### config.mk
export PLATFORM = sky130hd
export DESIGN_NAME = lpwt_top
export DESIGN_NICKNAME = d
export VERILOG_FILES = /design/src/lpwt_pkg.sv /design/src/lpwt_top.sv /design/src/lpwt_sync.sv /design/src/lpwt_counter.sv
export SDC_FILE = /design/constraint.sdc
export NUM_CORES = 1
export LEC_CHECK = 0
export ABC_AREA = 1
export BUFFER_PORTS_ARGS = -buffer_cell sky130_fd_sc_hd__buf_4
export CAP_MARGIN = 20
export CORE_MARGIN = 3
export CORE_UTILIZATION = 40
export CTS_CLUSTER_DIAMETER = 200
export DETAILED_ROUTE_END_ITERATION = 6
export GPL_ROUTABILITY_DRIVEN = 1
export PLACE_DENSITY_LB_ADDON = 0.08
export SYNTH_ARGS = -nofsm -noshare
export SYNTH_HDL_FRONTEND = slang
export SYNTH_SLANG_ARGS = --single-unit
### constraint.sdc
create_clock -name clock_i -period 2.2 [get_ports clock_i]
set_clock_uncertainty 0.05 [all_clocks]
set_input_delay 0.44 -clock clock_i [delete_from_list [all_inputs] [get_ports clock_i]]
set_output_delay 0.44 -clock clock_i [all_outputs]
set_load 0.05 [all_outputs]
### src/lpwt_pkg.sv
package lpwt_pkg;

   // register byte offsets (one aligned word each)
   // control is word index 0xab, byte address four times that
   localparam logic [11:0] CTRL_INDEX    = 12'h0ab;
   localparam logic [11:0] CTRL_OFFSET   = CTRL_INDEX << 2;
   localparam logic [11:0] IRQ_EN_OFFSET = 12'h100;
   localparam logic [11:0] STATUS_OFFSET = 12'h104;
   localparam logic [11:0] MASK_OFFSET   = 12'h108;

   // control register fields
   localparam int CTRL_EN_BIT    = 7;
   localparam int CTRL_CLR_BIT   = 6;
   localparam int CTRL_FLAG_BIT  = 5;
   localparam int CTRL_PS_HI     = 2;
   localparam logic [7:0] CTRL_RESET   = 8'h00;
   localparam logic [7:0] CTRL_WR_MASK = 8'hc7;

   // extended irq enable register fields
   localparam int IRQEN_WAKE_BIT = 1;
   localparam int IRQEN_GLOBAL_BIT = 7;
   localparam logic [7:0] IRQEN_RESET = 8'h00;

   // status/mask: bit 0 timeout event
   localparam int EVT_TIMEOUT_BIT = 0;

   // timing
   localparam int  RC_FREQ_HZ     = 10000;
   localparam int  TIMEOUT_TICKS  = 64;
   localparam logic [5:0] TICK_LAST = 6'h3f;
   localparam logic [10:0] DIV_LAST_1    = 11'h000;
   localparam logic [10:0] DIV_LAST_4    = 11'h003;
   localparam logic [10:0] DIV_LAST_8    = 11'h007;
   localparam logic [10:0] DIV_LAST_32   = 11'h01f;
   localparam logic [10:0] DIV_LAST_64   = 11'h03f;
   localparam logic [10:0] DIV_LAST_256  = 11'h0ff;
   localparam logic [10:0] DIV_LAST_512  = 11'h1ff;
   localparam logic [10:0] DIV_LAST_1024 = 11'h3ff;

   typedef struct packed {
      logic       enable;
      logic       clear;
      logic [2:0] prescale;
   } lpwt_cfg_s;

   function automatic logic [10:0] div_last(input logic [2:0] sel);
      case (sel)
         3'h0: div_last = DIV_LAST_1;
         3'h1: div_last = DIV_LAST_4;
         3'h2: div_last = DIV_LAST_8;
         3'h3: div_last = DIV_LAST_32;
         3'h4: div_last = DIV_LAST_64;
         3'h5: div_last = DIV_LAST_256;
         3'h6: div_last = DIV_LAST_512;
         default: div_last = DIV_LAST_1024;
      endcase
   endfunction : div_last

endpackage : lpwt_pkg

### src/lpwt_top.sv
// Design decision made here: the APB slave port.
`timescale 1ns/1ps
// Function
// - timeout completion wakes system from idle or power down, raises irq
// - counter runs from low-power rc clock through selected prescaler
// - counting continues during idle and power down
// - control bit 7 enables the timer when set
// - writing one to bit 6 zeroes the count and prescaler
// - clear bit self-clears in hardware, reads back zero
// - bits 2:0 choose divide by 1,4,8,32,64,256,512,1024
// - timeout after 64 prescaled clock periods
// - bit 5 flag set on overflow, held until software writes zero
// - timer irq only when wake irq enable and global enable both set, irq only when status and mask both set
// - timeout flag is readable for polling
// - free running, repeated timeout every interval
// - bits 4:3 reserved read zero, control resets to zero
module lpwt_top (
   input  wire logic        clock_i,
   input  wire logic        rst_n_i,
   input  wire logic        rc_clk_i,
   input  wire logic        psel_i,
   input  wire logic        penable_i,
   input  wire logic        pwrite_i,
   input  wire logic [11:0] paddr_i,
   input  wire logic [31:0] pwdata_i,
   input  wire logic [3:0]  pstrb_i,
   output logic [31:0]      prdata_o,
   output logic             pready_o,
   output logic             pslverr_o,
   output logic             wake_o,
   output logic             timer_irq_o,
   output logic             irq_o
);
   logic       rc_sync;
   logic       rc_prev_reg;
   logic       en_reg;
   logic       clr_reg;
   logic       flag_reg;
   logic [2:0] ps_reg;
   logic [7:0] irqen_reg;
   logic       status_reg;
   logic       mask_reg;
   logic       timeout;
   logic [5:0] count;

   lpwt_sync u_sync (
      .clock_i (clock_i),
      .rst_n_i (rst_n_i),
      .d_i     (rc_clk_i),
      .q_o     (rc_sync)
   );

   always_ff @(posedge clock_i or negedge rst_n_i) begin
      if (!rst_n_i) begin
         rc_prev_reg <= 1'b0;
      end else begin
         rc_prev_reg <= rc_sync;
      end
   end

   wire rc_tick = rc_sync && !rc_prev_reg;

   // apb decode
   wire acc      = psel_i && penable_i;
   wire wr       = acc && pwrite_i && pstrb_i[0];
   wire hit_ctrl = (paddr_i == lpwt_pkg::CTRL_OFFSET);
   wire hit_ien  = (paddr_i == lpwt_pkg::IRQ_EN_OFFSET);
   wire hit_st   = (paddr_i == lpwt_pkg::STATUS_OFFSET);
   wire hit_mask = (paddr_i == lpwt_pkg::MASK_OFFSET);
   wire hit_any  = hit_ctrl || hit_ien || hit_st || hit_mask;
   wire wr_ctrl  = wr && hit_ctrl;
   wire wr_ien   = wr && hit_ien;
   wire wr_st    = wr && hit_st;
   wire wr_mask  = wr && hit_mask;

   wire [7:0] ctrl_val = {en_reg, 1'b0, flag_reg, 2'b00, ps_reg};
   wire [31:0] rd_val = hit_ctrl ? {24'h000000, ctrl_val} :
                        hit_ien  ? {24'h000000, irqen_reg} :
                        hit_st   ? {31'h00000000, status_reg} :
                        hit_mask ? {31'h00000000, mask_reg} :
                        32'h00000000;

   wire lpwt_pkg::lpwt_cfg_s cfg = '{enable: en_reg, clear: clr_reg,
                                     prescale: ps_reg};

   lpwt_counter u_counter (
      .clock_i   (clock_i),
      .rst_n_i   (rst_n_i),
      .rc_tick_i (rc_tick),
      .cfg_i     (cfg),
      .timeout_o (timeout),
      .count_o   (count)
   );

   wire flag_clr   = wr_ctrl && !pwdata_i[lpwt_pkg::CTRL_FLAG_BIT];
   wire flag_next  = timeout || (flag_reg && !flag_clr);
   wire st_clr     = wr_st && pwdata_i[lpwt_pkg::EVT_TIMEOUT_BIT];
   wire st_next    = timeout || (status_reg && !st_clr);
   wire irq_gate   = irqen_reg[lpwt_pkg::IRQEN_WAKE_BIT] &&
                     irqen_reg[lpwt_pkg::IRQEN_GLOBAL_BIT];

   always_ff @(posedge clock_i or negedge rst_n_i) begin
      if (!rst_n_i) begin
         en_reg    <= 1'b0;
         clr_reg   <= 1'b0;
         ps_reg    <= 3'h0;
         flag_reg  <= 1'b0;
         irqen_reg <= lpwt_pkg::IRQEN_RESET;
         status_reg <= 1'b0;
         mask_reg  <= 1'b0;
      end else begin
         flag_reg   <= flag_next;
         status_reg <= st_next;
         clr_reg    <= wr_ctrl && pwdata_i[lpwt_pkg::CTRL_CLR_BIT];
         if (wr_ctrl) begin
            en_reg <= pwdata_i[lpwt_pkg::CTRL_EN_BIT];
            ps_reg <= pwdata_i[lpwt_pkg::CTRL_PS_HI:0];
         end
         if (wr_ien) begin
            irqen_reg <= pwdata_i[7:0];
         end
         if (wr_mask) begin
            mask_reg <= pwdata_i[lpwt_pkg::EVT_TIMEOUT_BIT];
         end
      end
   end

   // outputs registered
   always_ff @(posedge clock_i or negedge rst_n_i) begin
      if (!rst_n_i) begin
         prdata_o    <= 32'h00000000;
         pready_o    <= 1'b0;
         pslverr_o   <= 1'b0;
         wake_o      <= 1'b0;
         timer_irq_o <= 1'b0;
         irq_o       <= 1'b0;
      end else begin
         pready_o    <= psel_i && !penable_i;
         pslverr_o   <= psel_i && !penable_i && !hit_any;
         prdata_o    <= (psel_i && !penable_i) ? rd_val : 32'h00000000;
         wake_o      <= flag_next;
         timer_irq_o <= flag_next && irq_gate;
         irq_o       <= st_next && mask_reg;
      end
   end
endmodule : lpwt_top

### src/lpwt_sync.sv
`timescale 1ns/1ps
// two-flop level synchroniser
module lpwt_sync (
   input  wire logic clock_i,
   input  wire logic rst_n_i,
   input  wire logic d_i,
   output logic      q_o
);
   logic meta_reg;

   always_ff @(posedge clock_i or negedge rst_n_i) begin
      if (!rst_n_i) begin
         meta_reg <= 1'b0;
         q_o      <= 1'b0;
      end else begin
         meta_reg <= d_i;
         q_o      <= meta_reg;
      end
   end
endmodule : lpwt_sync

### src/lpwt_counter.sv
`timescale 1ns/1ps
// prescaler and 64-tick counter, advanced by rc edge pulses
module lpwt_counter (
   input  wire logic              clock_i,
   input  wire logic              rst_n_i,
   input  wire logic              rc_tick_i,
   input  wire lpwt_pkg::lpwt_cfg_s cfg_i,
   output logic                   timeout_o,
   output logic [5:0]             count_o
);
   logic [10:0] div_reg;
   wire  [10:0] div_end  = lpwt_pkg::div_last(cfg_i.prescale);
   wire         div_wrap = rc_tick_i && (div_reg >= div_end);
   wire         cnt_wrap = div_wrap && (count_o == lpwt_pkg::TICK_LAST);

   always_ff @(posedge clock_i or negedge rst_n_i) begin
      if (!rst_n_i) begin
         div_reg   <= 11'h000;
         count_o   <= 6'h00;
         timeout_o <= 1'b0;
      end else if (cfg_i.clear) begin
         div_reg   <= 11'h000;
         count_o   <= 6'h00;
         timeout_o <= 1'b0;
      end else if (cfg_i.enable) begin
         timeout_o <= cnt_wrap;
         if (rc_tick_i) begin
            div_reg <= div_wrap ? 11'h000 : div_reg + 11'h001;
         end
         if (div_wrap) begin
            count_o <= count_o + 6'h01;
         end
      end else begin
         timeout_o <= 1'b0;
      end
   end
endmodule : lpwt_counter

# Yosys cells after proc, flatten, opt, wreduce, memory -nomap -nowiden

Cells that the tools add are included.
W data, S select, Z words.

Register bits after elaboration: 49
Bits in latches: 0
Bits in writable memories: 0
Memory bits (read-only): 0
Bits of input ports: 54
Logic and storage cells: 84
Memories kept: 0

$add $sub $neg: 2
$mul: 0
Div/mod/pow operators: 0
Magnitude comparators: 1
Eq/ne operators: 11
Shift operators: 0
Multiplexer cells: 15
Bitwise operators: 0
Reduce and logical (&&, ||, !) cells: 37

Operators by type and width:

| operator                | count |
|---|---|
| $pmux W10 S7            | 1 |
| $mux W11                | 4 |
| $eq A12 B9 Y1 const B   | 3 |
| $mux W8                 | 3 |
| $logic_and A1 B1 Y1     | 20 |
| $mux W6                 | 3 |
| $eq A12 B10 Y1 const B  | 1 |
| $add A11 B1 Y11 const B | 1 |
| $ge A11 B10 Y1          | 1 |
| $eq A3 B3 Y1 const B    | 3 |
| $add A6 B1 Y6 const B   | 1 |
| $eq A3 B2 Y1 const B    | 2 |
| $eq A6 B6 Y1 const B    | 1 |
| $logic_not A1 Y1        | 6 |
| $reduce_bool A2 Y1      | 3 |
| $logic_or A1 B1 Y1      | 5 |
| $mux W1                 | 4 |
| $reduce_and A2 Y1       | 2 |
| $eq A3 B1 Y1 const B    | 1 |
| $logic_not A3 Y1        | 1 |

# Longest topological paths before layout

Gate-level depths: netlist (run 1).

Depth after elaboration: 9
Mapped depth: 16
Depth with buffers taken out: 14

# Modules after synthesis

A second synthesis (run 1) with hierarchy kept.

Cells, all modules: 329
Area total of the unflattened synthesis: 2781.4 µm²

By module, submodules not included:

| module       | times used | cells each | area an instance (µm²) | seq. area each (µm²) |
|---|---|---|---|---|
| lpwt_top     | 1          | 174        | 1512.7                 | 725.7 |
| lpwt_counter | 1          | 153        | 1218.7                 | 450.4 |
| lpwt_sync    | 1          | 2          | 50.0                   | 50.0 |

# Worst setup path after synthesis (run 1)

Ideal clock, no wire load.

Kind: reg2reg
Start point: reg ps_reg[1]
End point: reg u_counter.count_o[4]
Library setup time: 115 ps
Arrival time: 1838 ps
Data required time: 2035 ps
Path slack: 196 ps
Stages on the path, launching flop included: 16
Clock period less this slack: 2004 ps
Cell sequence: dfrtp_1 > buf_6 > nor3_1 > inv_1 > ha_1 > inv_1 > a21boi_0 > o21ai_0 > nand2_1 > nand2_1 > nand2_2 > nand3_4 > nand2_4 > buf_12 > nand2_2 > nand2_2

Longest elaborated chain between the ends: 6
Elaborated cells between the ends (all ways): 12
Classes of those cells: 1 x order compare; 6 x eq/ne; 1 x mux; 4 x reduce/logical

Ends and longest elaborated chain:

| what                                 | RTL line           | text |
|---|---|---|
| from (decl)                          | lpwt_top.sv:39     | `logic [2:0] ps_reg;` |
| from (signal assigned)               | lpwt_top.sv:117    | `ps_reg <= pwdata_i[lpwt_pkg::CTRL_PS_HI:0];` |
| $eq A3 B3 Y1 (tied with other cells) | lpwt_pkg.sv:47     | `case (sel)` |
| $pmux W10 S7 *                       | lpwt_pkg.sv:47     |  |
| $ge A11 B10 Y1 *                     | lpwt_counter.sv:13 | `wire div_wrap = rc_tick_i && (div_reg >= div_end);` |
| $logic_and A1 B1 Y1 *                | lpwt_counter.sv:13 |  |
| $reduce_bool A2 Y1 (no line) *       | n/a                |  |
| $reduce_and A2 Y1 (no line) *        | n/a                |  |
| to (signal assigned)                 | lpwt_counter.sv:31 | `count_o <= count_o + 6'h01;` |
| to (decl)                            | lpwt_counter.sv:9  | `output logic [5:0] count_o` |

Mark *: on every way between the ends. The rest lies on a longest branch, timed or not.
A chain may end at the register's enable or synchronous reset.

# Worst setup path in the final report (run 1)

Start point: reg ps_reg[1]
End point: reg u_counter.count_o[2]

Same word-level chain as after synthesis.

==> flow_metrics.tcl, run 1 <==
set metrics [dict create \
    multiInputGateArea_mm2 0.00124 \
    drive_gt1_frac 0.218 \
    seq_power_share 0.526 \
    gp_congestion 0.726 \
    largest_reg_flops 11 \
    arrival_ns 2.14 \
    p_leak_nw 1.68 \
    finalSetupViolations 0 \
    seq_area_frac_synth 0.450 \
    async_reset_ff_frac 1.00 \
    dieArea_mm2 0.00784 \
    rrSetupSlack_ns 0.20 \
    synth-seq-cells 49 \
    wl_per_cell_um 11.8 \
    fin_setup_tns_ns 0 \
    drtIter0Drc 77 \
    power_frac_clock 0.372 \
    grt_setup_unrepaired "no" \
    nets 440 \
    seq_area_mm2 0.00123 \
    antenna_cells 0 \
    dpl.cell_count 442 \
    syn_inst 327 \
    critPathMaxFanout 7 \
    path_cells "buf_4 > nand3_1 > ha_1 > nand2_1 > nand2_1 > inv_1 > nand2_1 > inv_1 > nand3_1 > nor2_2 > nand2_2 > nand3_4 > nand2_8 > nand2_1 > nand2_1" \
    fp.dieH_um 88.5 \
    worst_pin_slew_ns 0.626 \
    cpMaxStageDelayCell "dfrtp_1" \
    die_x_um 88.5 \
    r2r_end "u_counter.count_o[2]" \
    critPathMostFrequentCell "nand2_1" \
    netlist_area_mm2 0.00272 \
    stdcell_count 454 \
    synth_edf_count 0 \
    intPower_mw 1.28 \
    startpoint_type "flip-flop" \
    end_kind "flip-flop" \
    status "complete, no violations" \
    hold_class "in2async" \
    drv_cap 0 \
    coreArea_mm2 0.00646 \
    power.total_mw 1.72 \
    comb_power_share 0.102 \
    nFillCells 652 \
    ir_drop_uv 253 \
    synth.distinct_cells 30 \
    overflow 0 \
    num_vias 2065 \
    syn2layout_area_growth_pct 16.8 \
    antenna_left 0 \
    cts_buffers 5 \
    grt_pass1_wl_um 8940 \
    cts-root-buf "clkbuf_8" \
    antenna_found_initial 0 \
    finalCritPeriodShare 0.907 \
    slew_violations 0 \
    wl_um 5360 \
    path_class "reg2reg" \
    slowest_delay_ns 0.37 \
    syn_area_per_cell_um2 8.33 \
    drc 0 \
    power_density_mw_per_mm2 542 \
    numPortBuffers 39 \
    rr_worst_depth 15 \
    ctsHtreeMaxLevel 2 \
    r2r_start "ps_reg[1]" \
    start_util 0.422 \
    switching_share 0.255 \
    cpLargestDelayFamily "simple AND/OR/NAND/NOR gates" \
    routed_via_density 4.55 \
    hold_viol_final 0 \
    switchingPower_mw 0.439 \
    path_buf_inv 3 \
    path_clk_slew_ns 0.09 \
    required_ns 2.35 \
    relSlewSlack 0.583 \
    ios 91 \
    cts_buffer_depth 2 \
    grt_usage 0.144 \
    cts_tree "built" \
    clk_latency_ns 0.30 \
    dpl.hpwl_um 3940 \
    num_rows 29 \
    grt_max_degree 50 \
    synthFlopType "dfrtp_1" \
    min_period_ns 2.00 \
    drtPass1Iterations 4 \
    clock.fmax_mhz 501 \
    yosys_warnings 0 \
    first_global_vias 2003 \
    clock-sinks 49 \
]
repair_timing:
item | 4_1_cts | 5_1_grt
hold endpoints to repair | 0 | 0
hold buffers | 0 | 0
gates resized for setup | 0 | 7
setup endpoints to repair | 0 | 17
buffers inserted | 0 | 2
cell usage after synthesis, types with 3 or more instances:
master	instances	share of area
nand4_1	3	0.0069
nor3_1	6	0.011
nand2_2	8	0.018
a21oi_1	6	0.011
o21ai_1	7	0.013
dfrtp_1	49	0.45
nor2_2	9	0.021
nand2_1	71	0.098
nor2_1	32	0.044
buf_4	25	0.069
xor2_1	8	0.026
inv_1	35	0.048
nand3_1	26	0.048
xnor2_1	3	0.0096
o21ai_0	11	0.020
ha_1	10	0.046
layout make-up:
| class | count | area share |
|---|---|---|
| multi-input cells | 236 | 0.391 |
| flip-flops and latches | 49 | 0.386 |
| repair buffers | 47 | 0.112 |
| inverters | 37 | 0.0460 |
| well taps | 77 | 0.0303 |
| clock buffers | 6 | 0.0228 |
| clock inverters | 2 | 0.0122 |
layout by cell type (no fill, tap or decap), types with 10 or more instances in the layout:
cell type	n
nor2_1	31
inv_1	35
nand3_1	26
ha_1	10
conb_1	24
dfrtp_1	49
nor2_2	10
buf_4	46
nand2_1	71
o21ai_0	10
metal layers:
metal | share of wire | global-route usage
met5 | 0 | 0
met2 | 0.47 | 0.245
met3 | 0.043 | 0.0317
met1 | 0.48 | 0.185
met4 | 0.010 | 0.0371
worst max path at each step:
stage                                end      start  cells past startpoint  slack (ns)
finish              u_counter.count_o[2]  ps_reg[1]                     15        0.20
global route        u_counter.count_o[2]  ps_reg[1]                     13       0.002
CTS                 u_counter.count_o[2]  ps_reg[0]                     13        0.03
detailed placement  u_counter.count_o[1]  ps_reg[0]                     13        0.05
global placement    u_counter.count_o[3]  ps_reg[0]                     13        0.11
floorplan           u_counter.count_o[4]  ps_reg[1]                     15        0.20
through the flow:
| stage | setup slack [ns] | hold slack [ns] | utilization | instance area (um2) |
|---|---|---|---|---|
| final | 0.204 | 0.103 | 0.492 | 3180 |
| after global routing | 0.00165 | 0.155 | 0.492 | 3180 |
| after CTS | 0.0268 | 0.128 | 0.482 | 3120 |
| after detailed placement | 0.0489 | 0.288 | 0.465 | 3000 |
| after global placement | 0.107 | 0.283 | 0.465 | 3000 |
| after floorplan | 0.196 | 0.0944 | - | 2810 |
logic make-up (layout without fill, tap and decap cells):
logic type,Yosys count,in the layout,share of synthesized area
fa+ha+maj,10,10,0.0459
buf+inv,67,92,0.142
other cells,1,24,0.00138
simple gates,162,164,0.273
flops,49,49,0.450
compound gates,27,27,0.0519
xor+xnor,11,11,0.0354
power groups by stage:
stage          clock network (mW)  logic, mW  registers, mW
2_1_floorplan                   0      0.139          0.931
3_3_place_gp                    0      0.177          0.924
3_5_place_dp                    0      0.177          0.924
4_1_cts                     0.667      0.178          0.907
5_1_grt                     0.697      0.191          0.907
6_report                    0.640      0.176          0.906
(Power assumes the default switching activity.)
==> run 2, diff against run 1 <==
--- a/config.mk
+++ b/config.mk
@@ -8,7 +8,7 @@
 export ABC_AREA = 1
 export BUFFER_PORTS_ARGS = -buffer_cell sky130_fd_sc_hd__buf_4
 export CAP_MARGIN = 20
-export CORE_MARGIN = 3
+export CORE_ASPECT_RATIO = 1.4
 export CORE_UTILIZATION = 40
 export CTS_CLUSTER_DIAMETER = 200
 export DETAILED_ROUTE_END_ITERATION = 6
==> run 2 against run 1 <==
  * Non-clock buffer count rose by 2
  * Combinational power hardly changed
  * Critical endpoint is now u_counter.count_o[4]
  * Largest power group unchanged
  * Sequential power barely moved
  * Critical path depth decreased by 1
  * Highest routed layer unchanged
  * Global-route usage increased by 1.9 points
  * Via count rose by 0.15%
==> flow_metrics.tcl, run 2 (synthesized netlist as in run 1, its figures left out) <==
set metrics [dict create \
    num_rows 35 \
    multiInputGateArea_mm2 0.00123 \
    status "complete, no violations" \
    cts-root-buf "clkbuf_8" \
    met2_usage 0.280 \
    critPathMaxFanout 6 \
    slew_violations 0 \
    finalCritPeriodShare 0.938 \
    r2r_start "ps_reg[2]" \
    path_clk_slew_ns 0.09 \
    ios 91 \
    end_kind "flip-flop" \
    grt_setup_unrepaired "yes" \
    drc 0 \
    wl_per_cell_um 11.5 \
    start_util 0.415 \
    wl_um 5200 \
    ctsHtreeMaxLevel 2 \
    drtIter0Drc 69 \
    first_global_vias 1995 \
    path_class "reg2reg" \
    hold_class "in2async" \
    post-route-util 0.487 \
    overflow 0 \
    hold_viol_final 0 \
    syn2layout_area_growth_pct 17.5 \
    seq_area_mm2 0.00123 \
    largest_reg_flops 11 \
    finalSetupViolations 0 \
    layout_common_cells "71 x nand2_1, 48 x dfrtp_1, 44 x buf_4" \
    use_met1 0.204 \
    required_ns 2.36 \
    antenna_cells 0 \
    drive_gt1_frac 0.222 \
    rrSetupSlack_ns 0.14 \
    rr_worst_depth 14 \
    grt_max_degree 50 \
    antenna_found_initial 0 \
    grt_pass1_wl_um 9050 \
    drtPass1Iterations 4 \
    clock.fmax_mhz 485 \
    fin_ws_ns 0.137 \
    p_leak_nw 1.69 \
    relSlewSlack 0.601 \
    ir_drop_uv 249 \
    cts_buffers 5 \
    gp_congestion 0.752 \
    clk_latency_ns 0.31 \
    routed_via_density 4.58 \
    clock-sinks 49 \
    r2r_end "u_counter.count_o[4]" \
    power_density_mw_per_mm2 550 \
    dpl.cell_count 440 \
    nets 441 \
    startpoint_type "flip-flop" \
    cts_buffer_depth 2 \
    hold_ws_ns 0.0845 \
    worst_pin_slew_ns 0.599 \
    grt_usage 0.163 \
    num_vias 2068 \
    dpl.hpwl_um 3810 \
    power.total_mw 1.76 \
    dieArea_mm2 0.00715 \
    drv_cap 0 \
    place_ws_ns 0.0784 \
    stdcell_count 452 \
    arrival_ns 2.22 \
    coreArea_mm2 0.00657 \
    grt.busiest_layer "met2" \
    antenna_left 0 \
    die_x_um 71.7 \
    final_common_cell "nand2_1" \
    fp.dieH_um 99.6 \
    numPortBuffers 39 \
    cts_tree "built" \
    min_period_ns 2.06 \
    nFillCells 654 \
    use_met3 0.0274 \
]
[run 2: worst max path at each step]
stage | startpoint | to | slack (ns) | depth (start not counted)
after floorplan | ps_reg[1] | u_counter.count_o[4] | 0.20 | 15
after global placement | ps_reg[1] | u_counter.count_o[1] | 0.10 | 13
after detailed placement | ps_reg[1] | u_counter.count_o[2] | 0.08 | 13
after CTS | ps_reg[1] | u_counter.count_o[2] | 0.07 | 13
after global routing | ps_reg[2] | u_counter.count_o[1] | -0.03 | 14
final | ps_reg[2] | u_counter.count_o[4] | 0.14 | 14
[run 2: what timing repair did]
item,in CTS,in global routing
hold buffers,0,0
resized for setup,0,12
buffers inserted,0,3
setup endpoints to repair,0,16
[run 2: routing by layer]
layer | part of all wire | routed length, um
met1 | 0.45 | 2320
met2 | 0.50 | 2600
met3 | 0.030 | 155
met4 | 0.023 | 119
met5 | 0 | 0
[run 2: report_power, final]
group | switching (mW) | internal (mW)
combinational | 0.136 | 0.0379
clock | 0.311 | 0.370
sequential | 0.00159 | 0.905
total | 0.449 | 1.31
[run 2: critical path, cell delays in order, from the launching register on]
cell      delay, ns
dfrtp_1        0.43
buf_4          0.16
nor3_4         0.12
inv_1          0.06
ha_1           0.26
inv_1          0.03
a21boi_1       0.11
o21ai_1        0.07
nand2_1        0.06
nand2_1        0.06
nand2_2        0.09
nand3_4        0.16
buf_6          0.17
nand3_1        0.07
nand2_2        0.05
[run 2: area by class of cell]
type                            count  area share
Tap cell                           74      0.0289
Timing Repair Buffer               49       0.121
Clock buffer                        6      0.0258
Sequential cell                    49       0.383
Inverter                           37      0.0457
Clock inverter                      2      0.0117
Multi-Input combinational cell    235       0.384
[run 2: stage by stage]
stage	setup TNS, ns	area (um2)
after global routing	-0.109	3200
after floorplan	0	2810
final	0	3200
after global placement	0	3010
after CTS	0	3130
after detailed placement	0	3010
